<file path="config.mk">
export PLATFORM = sky130hd
export DESIGN_NAME = bpsc_top
export DESIGN_NICKNAME = d
export VERILOG_FILES = /design/src/inc/bpsc_pkg.sv /design/src/rtl/bpsc_top.sv
export SDC_FILE = /design/constraint.sdc
export NUM_CORES = 1
export LEC_CHECK = 0
export ABC_AREA = 1
export ABC_CLOCK_PERIOD_IN_PS = 3400
export BUFFER_PORTS_ARGS = -buffer_cell sky130_fd_sc_hd__buf_2
export CELL_PAD_IN_SITES_DETAIL_PLACEMENT = 0
export CELL_PAD_IN_SITES_GLOBAL_PLACEMENT = 1
export CORE_UTILIZATION = 34
export CTS_BUF_LIST = sky130_fd_sc_hd__clkbuf_16
export DETAILED_ROUTE_END_ITERATION = 8
export HOLD_SLACK_MARGIN = 0.12
export MAX_ROUTING_LAYER = met4
export PLACE_DENSITY_LB_ADDON = 0.25
export SYNTH_ARGS = -nofsm -noshare
export SYNTH_HDL_FRONTEND = slang
export SYNTH_SLANG_ARGS = --single-unit
</file>
<file path="constraint.sdc">
create_clock -name sys_clk -period 3.4 [get_ports sys_clk]
set_input_delay 0 -clock sys_clk [delete_from_list [all_inputs] [get_ports sys_clk]]
set_output_delay 0 -clock sys_clk [all_outputs]
set_load 0.02 [all_outputs]
</file>
<file path="src/inc/bpsc_pkg.sv">
// Purpose: shared constants and types for the bus pin state control block
// Assumes: one pin slot per controlled bus pin, indexed by the PIN_ names
// Notes: action codes say how a pin is driven in the current chip state
package bpsc_pkg;

  // ****************************************
  // pin slots
  // ****************************************
  localparam int PIN_W = 12;
  localparam int PIN_ADS = 0;  // address_strobe
  localparam int PIN_RDS = 1;  // read strobe
  localparam int PIN_UWS = 2;  // upper_write_strobe
  localparam int PIN_LWS = 3;  // lower_write_strobe
  localparam int PIN_CS0 = 4;  // chip_select_0, then 1..3
  localparam int PIN_SH = 8;   // lower column / wait / request out
  localparam int PIN_GNT = 9;  // bus grant output
  localparam int PIN_BRQ = 10; // bus_request_input
  localparam int PIN_CAS = 11; // column strobe
  localparam logic [PIN_W-1:0] PINS_OFF = 12'h000;

  // ****************************************
  // chip states
  // ****************************************
  typedef enum logic [2:0] {
    ST_PWRUP  = 3'h0,
    ST_HWSTBY = 3'h1,
    ST_POR    = 3'h2,
    ST_MRST   = 3'h3,
    ST_EXEC   = 3'h4,
    ST_SWSTBY = 3'h5,
    ST_BREL   = 3'h6
  } bpsc_state_type;

  // ****************************************
  // pin actions
  // ****************************************
  typedef enum logic [2:0] {
    ACT_Z    = 3'h0,
    ACT_HI   = 3'h1,
    ACT_LO   = 3'h2,
    ACT_KEEP = 3'h3,
    ACT_PORT = 3'h4,
    ACT_FN   = 3'h5,
    ACT_IN   = 3'h6
  } bpsc_act_type;

  // ****************************************
  // configuration bits
  // ****************************************
  typedef struct packed {
    logic standby_output_keep;
    logic wait_input_enable;
    logic bus_release_allow;
    logic bus_request_out_enable;
    logic dram_space_select;
    logic lower_column_enable;
    logic dram_mode;  // operating modes 4 to 6
  } bpsc_cfg_type;

  // ****************************************
  // pin bundle
  // ****************************************
  typedef struct packed {
    logic [PIN_W-1:0] o;
    logic [PIN_W-1:0] oe;
  } bpsc_pins_type;

endpackage : bpsc_pkg

</file>
<file path="src/rtl/bpsc_top.sv">
// Purpose: drive the external bus control pins for each chip state
// Assumes: pins synchronous to sys_clk; bus controller supplies fn_o
// Notes: pin outputs lag the chip state by one clock
`timescale 1ns/1ps

// How it works
// - held pin: input floats, output keeps level
// - manual reset pins change after bus cycle
// - power-on reset: strobes, chip_select_0 high
// - manual reset shared pin per enable
// - software standby shared pin per enable
// - bus release shared pin per enable
// - execution shared pin function per enable
// - grant low in release when allowed
// - standby strobes float or high by keep
// - column strobe needs dram_space_select in modes
// - nmi rise then high enters power-on reset
// - nmi low after power-up: stay in power-up
// - oscillator starts after standby_pin high
// - reset release starts power-on exception handling
module bpsc_top (
  // clock and reset
  input wire logic sys_clk,
  input wire logic rst_n,
  input wire logic clk_en,
  // chip control pins
  input wire logic nmi_pin,
  input wire logic standby_pin,
  input wire logic reset_pin_n,
  // internal requests
  input wire logic manual_reset_req,
  input wire logic sw_standby_req,
  input wire logic wake_req,
  input wire logic bus_cycle_busy,
  // configuration
  input wire bpsc_pkg::bpsc_cfg_type cfg,
  // port and function sources
  input wire logic [bpsc_pkg::PIN_W-1:0] port_dout,
  input wire logic [bpsc_pkg::PIN_W-1:0] port_ddr,
  input wire logic [bpsc_pkg::PIN_W-1:0] fn_o,
  // pins
  input wire logic [bpsc_pkg::PIN_W-1:0] pin_in,
  output bpsc_pkg::bpsc_pins_type pins_r,
  // status
  output bpsc_pkg::bpsc_state_type chip_state_r,
  output logic por_start_r,
  output logic osc_run_r,
  output logic stall_request_input_r,
  output logic bus_request_input_r
);
  import bpsc_pkg::*;

  // ****************************************
  // pin action per state
  // ****************************************
  function automatic bpsc_act_type pin_act(
    input int i,
    input bpsc_state_type st,
    input bpsc_cfg_type c,
    input logic d
  );
    bpsc_act_type a;
    logic keep;
    logic none;
    a = ACT_KEEP;
    keep = c.standby_output_keep;
    none = !(c.bus_request_out_enable || c.wait_input_enable
             || c.lower_column_enable);
    if (st == ST_HWSTBY) begin
      a = ACT_Z;
    end else if (st == ST_PWRUP) begin
      a = ACT_KEEP;
    end else if (st == ST_POR) begin
      a = (i <= PIN_CS0) ? ACT_HI : ACT_Z;
    end else if (i < PIN_CS0) begin
      case (st)
        ST_MRST: a = ACT_HI;
        ST_SWSTBY: a = keep ? ACT_HI : ACT_Z;
        ST_BREL: a = ACT_Z;
        default: a = ACT_FN;
      endcase
    end else if (i < PIN_SH) begin
      case (st)
        ST_MRST: a = d ? ACT_HI : ACT_Z;
        ST_SWSTBY: a = (d && keep) ? ACT_HI : ACT_Z;
        ST_BREL: a = ACT_Z;
        default: a = d ? ACT_FN : ACT_IN;
      endcase
    end else if (i == PIN_SH) begin
      if (none) begin
        a = (st == ST_EXEC) ? ACT_PORT : ACT_KEEP;
      end else if (c.bus_request_out_enable) begin
        a = (st == ST_SWSTBY) ? ACT_KEEP : ACT_FN;
      end else if (c.wait_input_enable) begin
        a = (st == ST_EXEC) ? ACT_IN : ACT_Z;
      end else begin
        case (st)
          ST_MRST: a = ACT_HI;
          ST_SWSTBY: a = keep ? ACT_FN : ACT_Z;
          ST_BREL: a = ACT_Z;
          default: a = ACT_FN;
        endcase
      end
    end else if (i == PIN_GNT || i == PIN_BRQ) begin
      if (!c.bus_release_allow) begin
        a = (st == ST_EXEC) ? ACT_PORT : ACT_KEEP;
      end else if (i == PIN_GNT) begin
        a = (st == ST_BREL) ? ACT_LO : ACT_HI;
      end else begin
        a = (st == ST_MRST || st == ST_EXEC) ? ACT_IN : ACT_Z;
      end
    end else begin
      if (!c.dram_mode) begin
        a = (st == ST_EXEC) ? ACT_PORT : ACT_KEEP;
      end else begin
        case (st)
          ST_MRST: a = c.dram_space_select ? ACT_HI : ACT_KEEP;
          ST_SWSTBY: begin
            if (!c.dram_space_select) begin
              a = ACT_KEEP;
            end else begin
              a = keep ? ACT_FN : ACT_Z;
            end
          end
          ST_BREL: a = ACT_Z;
          default: a = c.dram_space_select ? ACT_FN : ACT_IN;
        endcase
      end
    end
    return a;
  endfunction : pin_act

  // ****************************************
  // pin drive from action
  // ****************************************
  // returns {oe, o}
  function automatic logic [1:0] pin_drive(
    input bpsc_act_type a,
    input logic o_prev,
    input logic oe_prev,
    input logic dout,
    input logic ddr,
    input logic fn
  );
    logic [1:0] r;
    r = {1'b0, o_prev};
    case (a)
      ACT_HI: r = 2'h3;
      ACT_LO: r = 2'h2;
      ACT_KEEP: r = {oe_prev & ddr, o_prev};
      ACT_PORT: r = {ddr, dout};
      ACT_FN: r = {1'b1, fn};
      default: r = {1'b0, o_prev};
    endcase
    return r;
  endfunction : pin_drive

  // ****************************************
  // chip state sequencing
  // ****************************************
  bpsc_state_type st_nxt;
  logic nmi_low_seen_r;
  logic nmi_low_seen_nxt;
  logic mrst_done_r;
  logic mrst_done_nxt;
  wire logic bus_req_w = cfg.bus_release_allow & ~pin_in[PIN_BRQ];
  wire logic rst_hold_w = !reset_pin_n;
  wire logic defer_w = (chip_state_r == ST_MRST) && !mrst_done_r
                       && bus_cycle_busy;

  always_comb begin
    st_nxt = chip_state_r;
    if (!standby_pin) begin
      st_nxt = ST_HWSTBY;
    end else begin
      case (chip_state_r)
        ST_HWSTBY: if (osc_run_r) st_nxt = ST_POR;
        ST_PWRUP: if (nmi_low_seen_r && nmi_pin) st_nxt = ST_POR;
        ST_POR: if (!rst_hold_w) st_nxt = ST_EXEC;
        ST_EXEC: begin
          if (rst_hold_w) begin
            st_nxt = ST_POR;
          end else if (manual_reset_req) begin
            st_nxt = ST_MRST;
          end else if (sw_standby_req && !bus_cycle_busy) begin
            st_nxt = ST_SWSTBY;
          end else if (bus_req_w && !bus_cycle_busy) begin
            st_nxt = ST_BREL;
          end
        end
        ST_MRST: begin
          if (rst_hold_w) begin
            st_nxt = ST_POR;
          end else if (!manual_reset_req) begin
            st_nxt = ST_EXEC;
          end
        end
        ST_SWSTBY: begin
          if (rst_hold_w) begin
            st_nxt = ST_POR;
          end else if (wake_req) begin
            st_nxt = ST_EXEC;
          end
        end
        ST_BREL: begin
          if (rst_hold_w) begin
            st_nxt = ST_POR;
          end else if (!bus_req_w) begin
            st_nxt = ST_EXEC;
          end
        end
        default: st_nxt = ST_PWRUP;
      endcase
    end
  end

  // low level on nmi after power-up arms the move to power-on reset once nmi goes high
  assign nmi_low_seen_nxt = nmi_low_seen_r | !nmi_pin;
  // bus cycle ends once; the flag clears on leaving manual reset
  assign mrst_done_nxt = (chip_state_r == ST_MRST)
                         && (mrst_done_r || !bus_cycle_busy);

  // ****************************************
  // pin outputs
  // ****************************************
  bpsc_pins_type pins_nxt;
  bpsc_act_type act_w [PIN_W];

  for (genvar g = 0; g < PIN_W; g++) begin : g_pin
    wire logic dfr_w;
    wire bpsc_act_type eff_w;
    assign act_w[g] = pin_act(g, chip_state_r, cfg, port_ddr[g]);
    // a strobe must not be cut mid-cycle
    assign dfr_w = defer_w && (act_w[g] == ACT_HI) && (g != PIN_GNT);
    assign eff_w = dfr_w ? ACT_FN : act_w[g];
    assign {pins_nxt.oe[g], pins_nxt.o[g]} = pin_drive(eff_w,
      pins_r.o[g], pins_r.oe[g], port_dout[g], port_ddr[g], fn_o[g]);
  end

  wire logic stall_nxt = (chip_state_r == ST_EXEC) && cfg.wait_input_enable
                         && !cfg.bus_request_out_enable
                         && pin_in[PIN_SH];
  wire logic por_nxt = (chip_state_r == ST_POR) && (st_nxt == ST_EXEC);

  // ****************************************
  // registers
  // ****************************************
  always_ff @(posedge sys_clk or negedge rst_n) begin
    if (!rst_n) begin
      chip_state_r <= ST_PWRUP;
      nmi_low_seen_r <= 1'b0;
      mrst_done_r <= 1'b0;
      pins_r <= '{o: PINS_OFF, oe: PINS_OFF};
      por_start_r <= 1'b0;
      osc_run_r <= 1'b0;
      stall_request_input_r <= 1'b0;
      bus_request_input_r <= 1'b0;
    end else if (clk_en) begin
      chip_state_r <= st_nxt;
      nmi_low_seen_r <= nmi_low_seen_nxt;
      mrst_done_r <= mrst_done_nxt;
      pins_r <= pins_nxt;
      por_start_r <= por_nxt;
      osc_run_r <= standby_pin;
      stall_request_input_r <= stall_nxt;
      bus_request_input_r <= bus_req_w;
    end
  end
endmodule : bpsc_top

</file>
==> results by group <==
Status
  • Status: completed

STA
  • Min Tclk post-route: about 2.6 ns
  • Final Max Slew Viols: 0
  • TNS Setup: 0 ns
  • Clock Skew: roughly 0.006 ns
  • Final worst path period share: 76.1%
  • Final setup violation count: 0
  • RSZ-0062 raised after global routing: no
  • Fin. Hold Viols: 0
  • Slew of the pin with the lowest slew margin: between 0.7 and 0.8 ns
  • Slew HR: 49.0%
  • Max Fclk: 387 MHz
  • Final worst slack: 0.813 ns

CTS
  • CTS buffer count: 5
  • Clk Tree Root Cell: clkbuf_16
  • Clk_lat worst skew: 0.28 ns
  • CTS tree: done
  • H-tree levels: 2
  • Clock Path Buffers: 2
  • Total setup buffers inserted after CTS: 0
  • Clk sinks: 33
  • Clock transition at path regs: about 0.060 ns

Layout
  • FILL cells: 644
  • Fin nets: 484
  • Cell area after layout: between 3000 and 4000 um^2
  • Storage cell area: 826 um^2
  • Share of cells above drive strength 1: 24.3%
  • Area of the multi-input gates: 1120 um^2
  • Ant diodes: 0
  • Synth-to-Final Area Change: 42.4%
  • Core Util, Final: 51.0%

Detailed routing
  • Via count: 2414
  • Pre-Repair DR Iteration Count: 4
  • Initial DRC Count: 185
  • Antenna-violating nets left: 0
  • Via density: 4.88
  • Wire per inst: about 13 um
  • Detailed Route WL: 6320 um
  • # DRC: 0

Floorplanning
  • Die height: 81.4 um
  • I/O pin count: 96
  • Core Region: between 5000 and 6000 um^2
  • Die width: around 80 um
  • Die ar.: 6630 um^2
  • FP Rows: 28
  • Initial Util: 35.8%

Hold path
  • Min-delay worst type: input port to flop

Pwr
  • Tot Pwr: 1.78 mW
  • Leak Pwr: 1.68 nW
  • Power per standard cell area: 583 nW/um^2
  • Peak supply drop: between 0.4 and 0.5 mV

Logic synthesis
  • Ys Warns: 0
  • Area of the mapped netlist: 2140 um^2
  • FF+latch count, synth: 33
  • Top FF cell, synth: dfrtp_1
  • Top-count cell post-synth: nand2_1
  • Post-synth EDFFs: 0
  • Area share of the largest cell type after synthesis: 38.5%
  • Syn nets: 378
  • Synth cell types: 30
  • List of most frequent post-synthesis cells: nand2_1 (91), inv_1 (38), dfrtp_1 (33), o21ai_0 (33), nor2_1 (29)
  • Top cells by area, synth: dfrtp_1 (39%), nand2_1 (16%), o21ai_0 (7.7%)
  • Avg Synthesized Cell Area: between 6 and 7 um^2
  • Mapped Cells: 313
  • Area leader, netlist: dfrtp_1
  • Share of the yosys chip area belonging to registers: 38.5%
  • Post-synthesis async set-or-reset flop share: 100%

Place
  • DP Wirelength: 4530 um
  • IO buf count: 75
  • Placer Congestion: 0.831
  • Pre-CTS setup slack: 1.11 ns
  • Placed Area: 2580 um^2

Global routing
  • Vias in the first global route: ~2200
  • First-pass GRT wire length: ~10000 um
  • Initial antenna violation count: 0
  • Total GRT Usage: between 20% and 30%
  • GRT overflow: 0
  • Largest net degree at the start of global routing: 34

Worst setup path
  • Critical Path Sink Type: flop
  • Type of the worst setup path: flop to flop
  • Worst-path maximum fanout: 16
  • Critical Path RT: 3.62 ns
  • CP arrival: between 2 and 3 ns
  • Type of origin of the critical path: flop

Run
  • Maximum Capacitance Violations: 0
## cell usage in the layout (no fill, tap or decap)
master / netlist / routed
a21boi_0: 2 / 2
a21o_1: 4 / 4
a21oi_1: 18 / 18
a22oi_1: 1 / 1
a31oi_1: 1 / 1
buf_2: 2 / 75
buf_4: 0 / 1
bufinv_16: 0 / 1
clkbuf_16: 0 / 5
clkinv_1: 1 / 2
dfrtp_1: 33 / 33
dlygate4sd3_1: 0 / 31
inv_1: 38 / 39
inv_2: 3 / 3
mux2_2: 2 / 2
nand2_1: 91 / 91
nand2_2: 4 / 4
nand3_1: 13 / 13
nand3_2: 7 / 7
nand3b_1: 2 / 2
nand4_1: 3 / 3
nor2_1: 29 / 29
nor2_2: 1 / 1
nor2_4: 2 / 2
nor3_1: 5 / 5
o211ai_1: 5 / 5
o21ai_0: 33 / 33
o21ai_1: 1 / 1
o21ai_2: 1 / 1
o21bai_1: 1 / 1
o22ai_1: 3 / 3
o31ai_1: 1 / 1
## critical path, stage by stage, from the launching register on
cell           delay (ns)
dfrtp_1              0.66
inv_2                0.12
nand2_1              0.48
o21ai_2              0.13
nand2_1              0.10
nand3_2              0.10
a21oi_1              0.15
nand2_1              0.07
nand3_1              0.06
dlygate4sd3_1        0.55
nand2_1              0.05
nand2_1              0.05
## worst paths after layout
kind	startpoint	endpoint	slack, ns	cells after the start
min reg2reg	pins_r[20]$_DFFE_PN0P_	pins_r[20]$_DFFE_PN0P_	0.47	2
max reg2reg	chip_state_r[2]$_DFFE_PN0P_	pins_r[23]$_DFFE_PN0P_	0.81	11
max in group asynchronous	rst_n	pins_r[17]$_DFFE_PN0P_	2.59	2
max	chip_state_r[2]$_DFFE_PN0P_	pins_r[23]$_DFFE_PN0P_	0.81	11
min	cfg[4]	pins_r[10]$_DFFE_PN0P_	0.12	4
min in group asynchronous	rst_n	osc_run_r$_DFFE_PN0P_	0.33	2
## power breakdown
part           switching [mW]  internal, mW
sequential             0.0740         0.499
combinational           0.437         0.260
clock                   0.170         0.340
## state kept, by name, summed over array words and instances (netlist names)
| name | count |
|---|---|
| pins_r | 24 |
| bus_request_input_r | 1 |
| mrst_done_r | 1 |
| osc_run_r | 1 |
| por_start_r | 1 |
| stall_request_input_r | 1 |
| nmi_low_seen_r | 1 |
| chip_state_r | 3 |
## layer usage
metal,track usage [%],vias to the layer above,share of wire (%)
met2,34.2,57,46
met1,27.3,1120,48
met5,-,-,0
li1,-,1229,-
met4,6.61,0,1.3
met3,4.49,8,4.5
## stage by stage
stage / instances / hold WS, ns
floorplan: 313 / -0.296
global placement: 456 / 0.137
detailed placement: 456 / 0.127
CTS: 495 / 0.122
global route: 495 / 0.146
finish: 495 / 0.121
## area by class of cell
type	count	share of cell area, %
clock buffer	5	4.10
timing repair buffer	107	22.7
inverter	42	5.16
clock inverter	3	1.23
sequential	33	27.0
multi-input combinational	230	36.7
tap	75	3.07
## cell families after synthesis
| kind of cell | share of synthesized area (%) |
|---|---|
| buffers and inverters | 9.22 |
| multiplexers | 1.05 |
| AND/OR/NAND/NOR | 32.6 |
| flip-flops | 38.5 |
| AO/OA/AOI/OAI | 18.6 |
## timing repair
action / in CTS / in global routing
hold buffers: 31 / 0
resized for setup: 0 / 0
hold endpoints to repair: 59 / 0
Note: power is estimated with default switching activity, not from simulation.
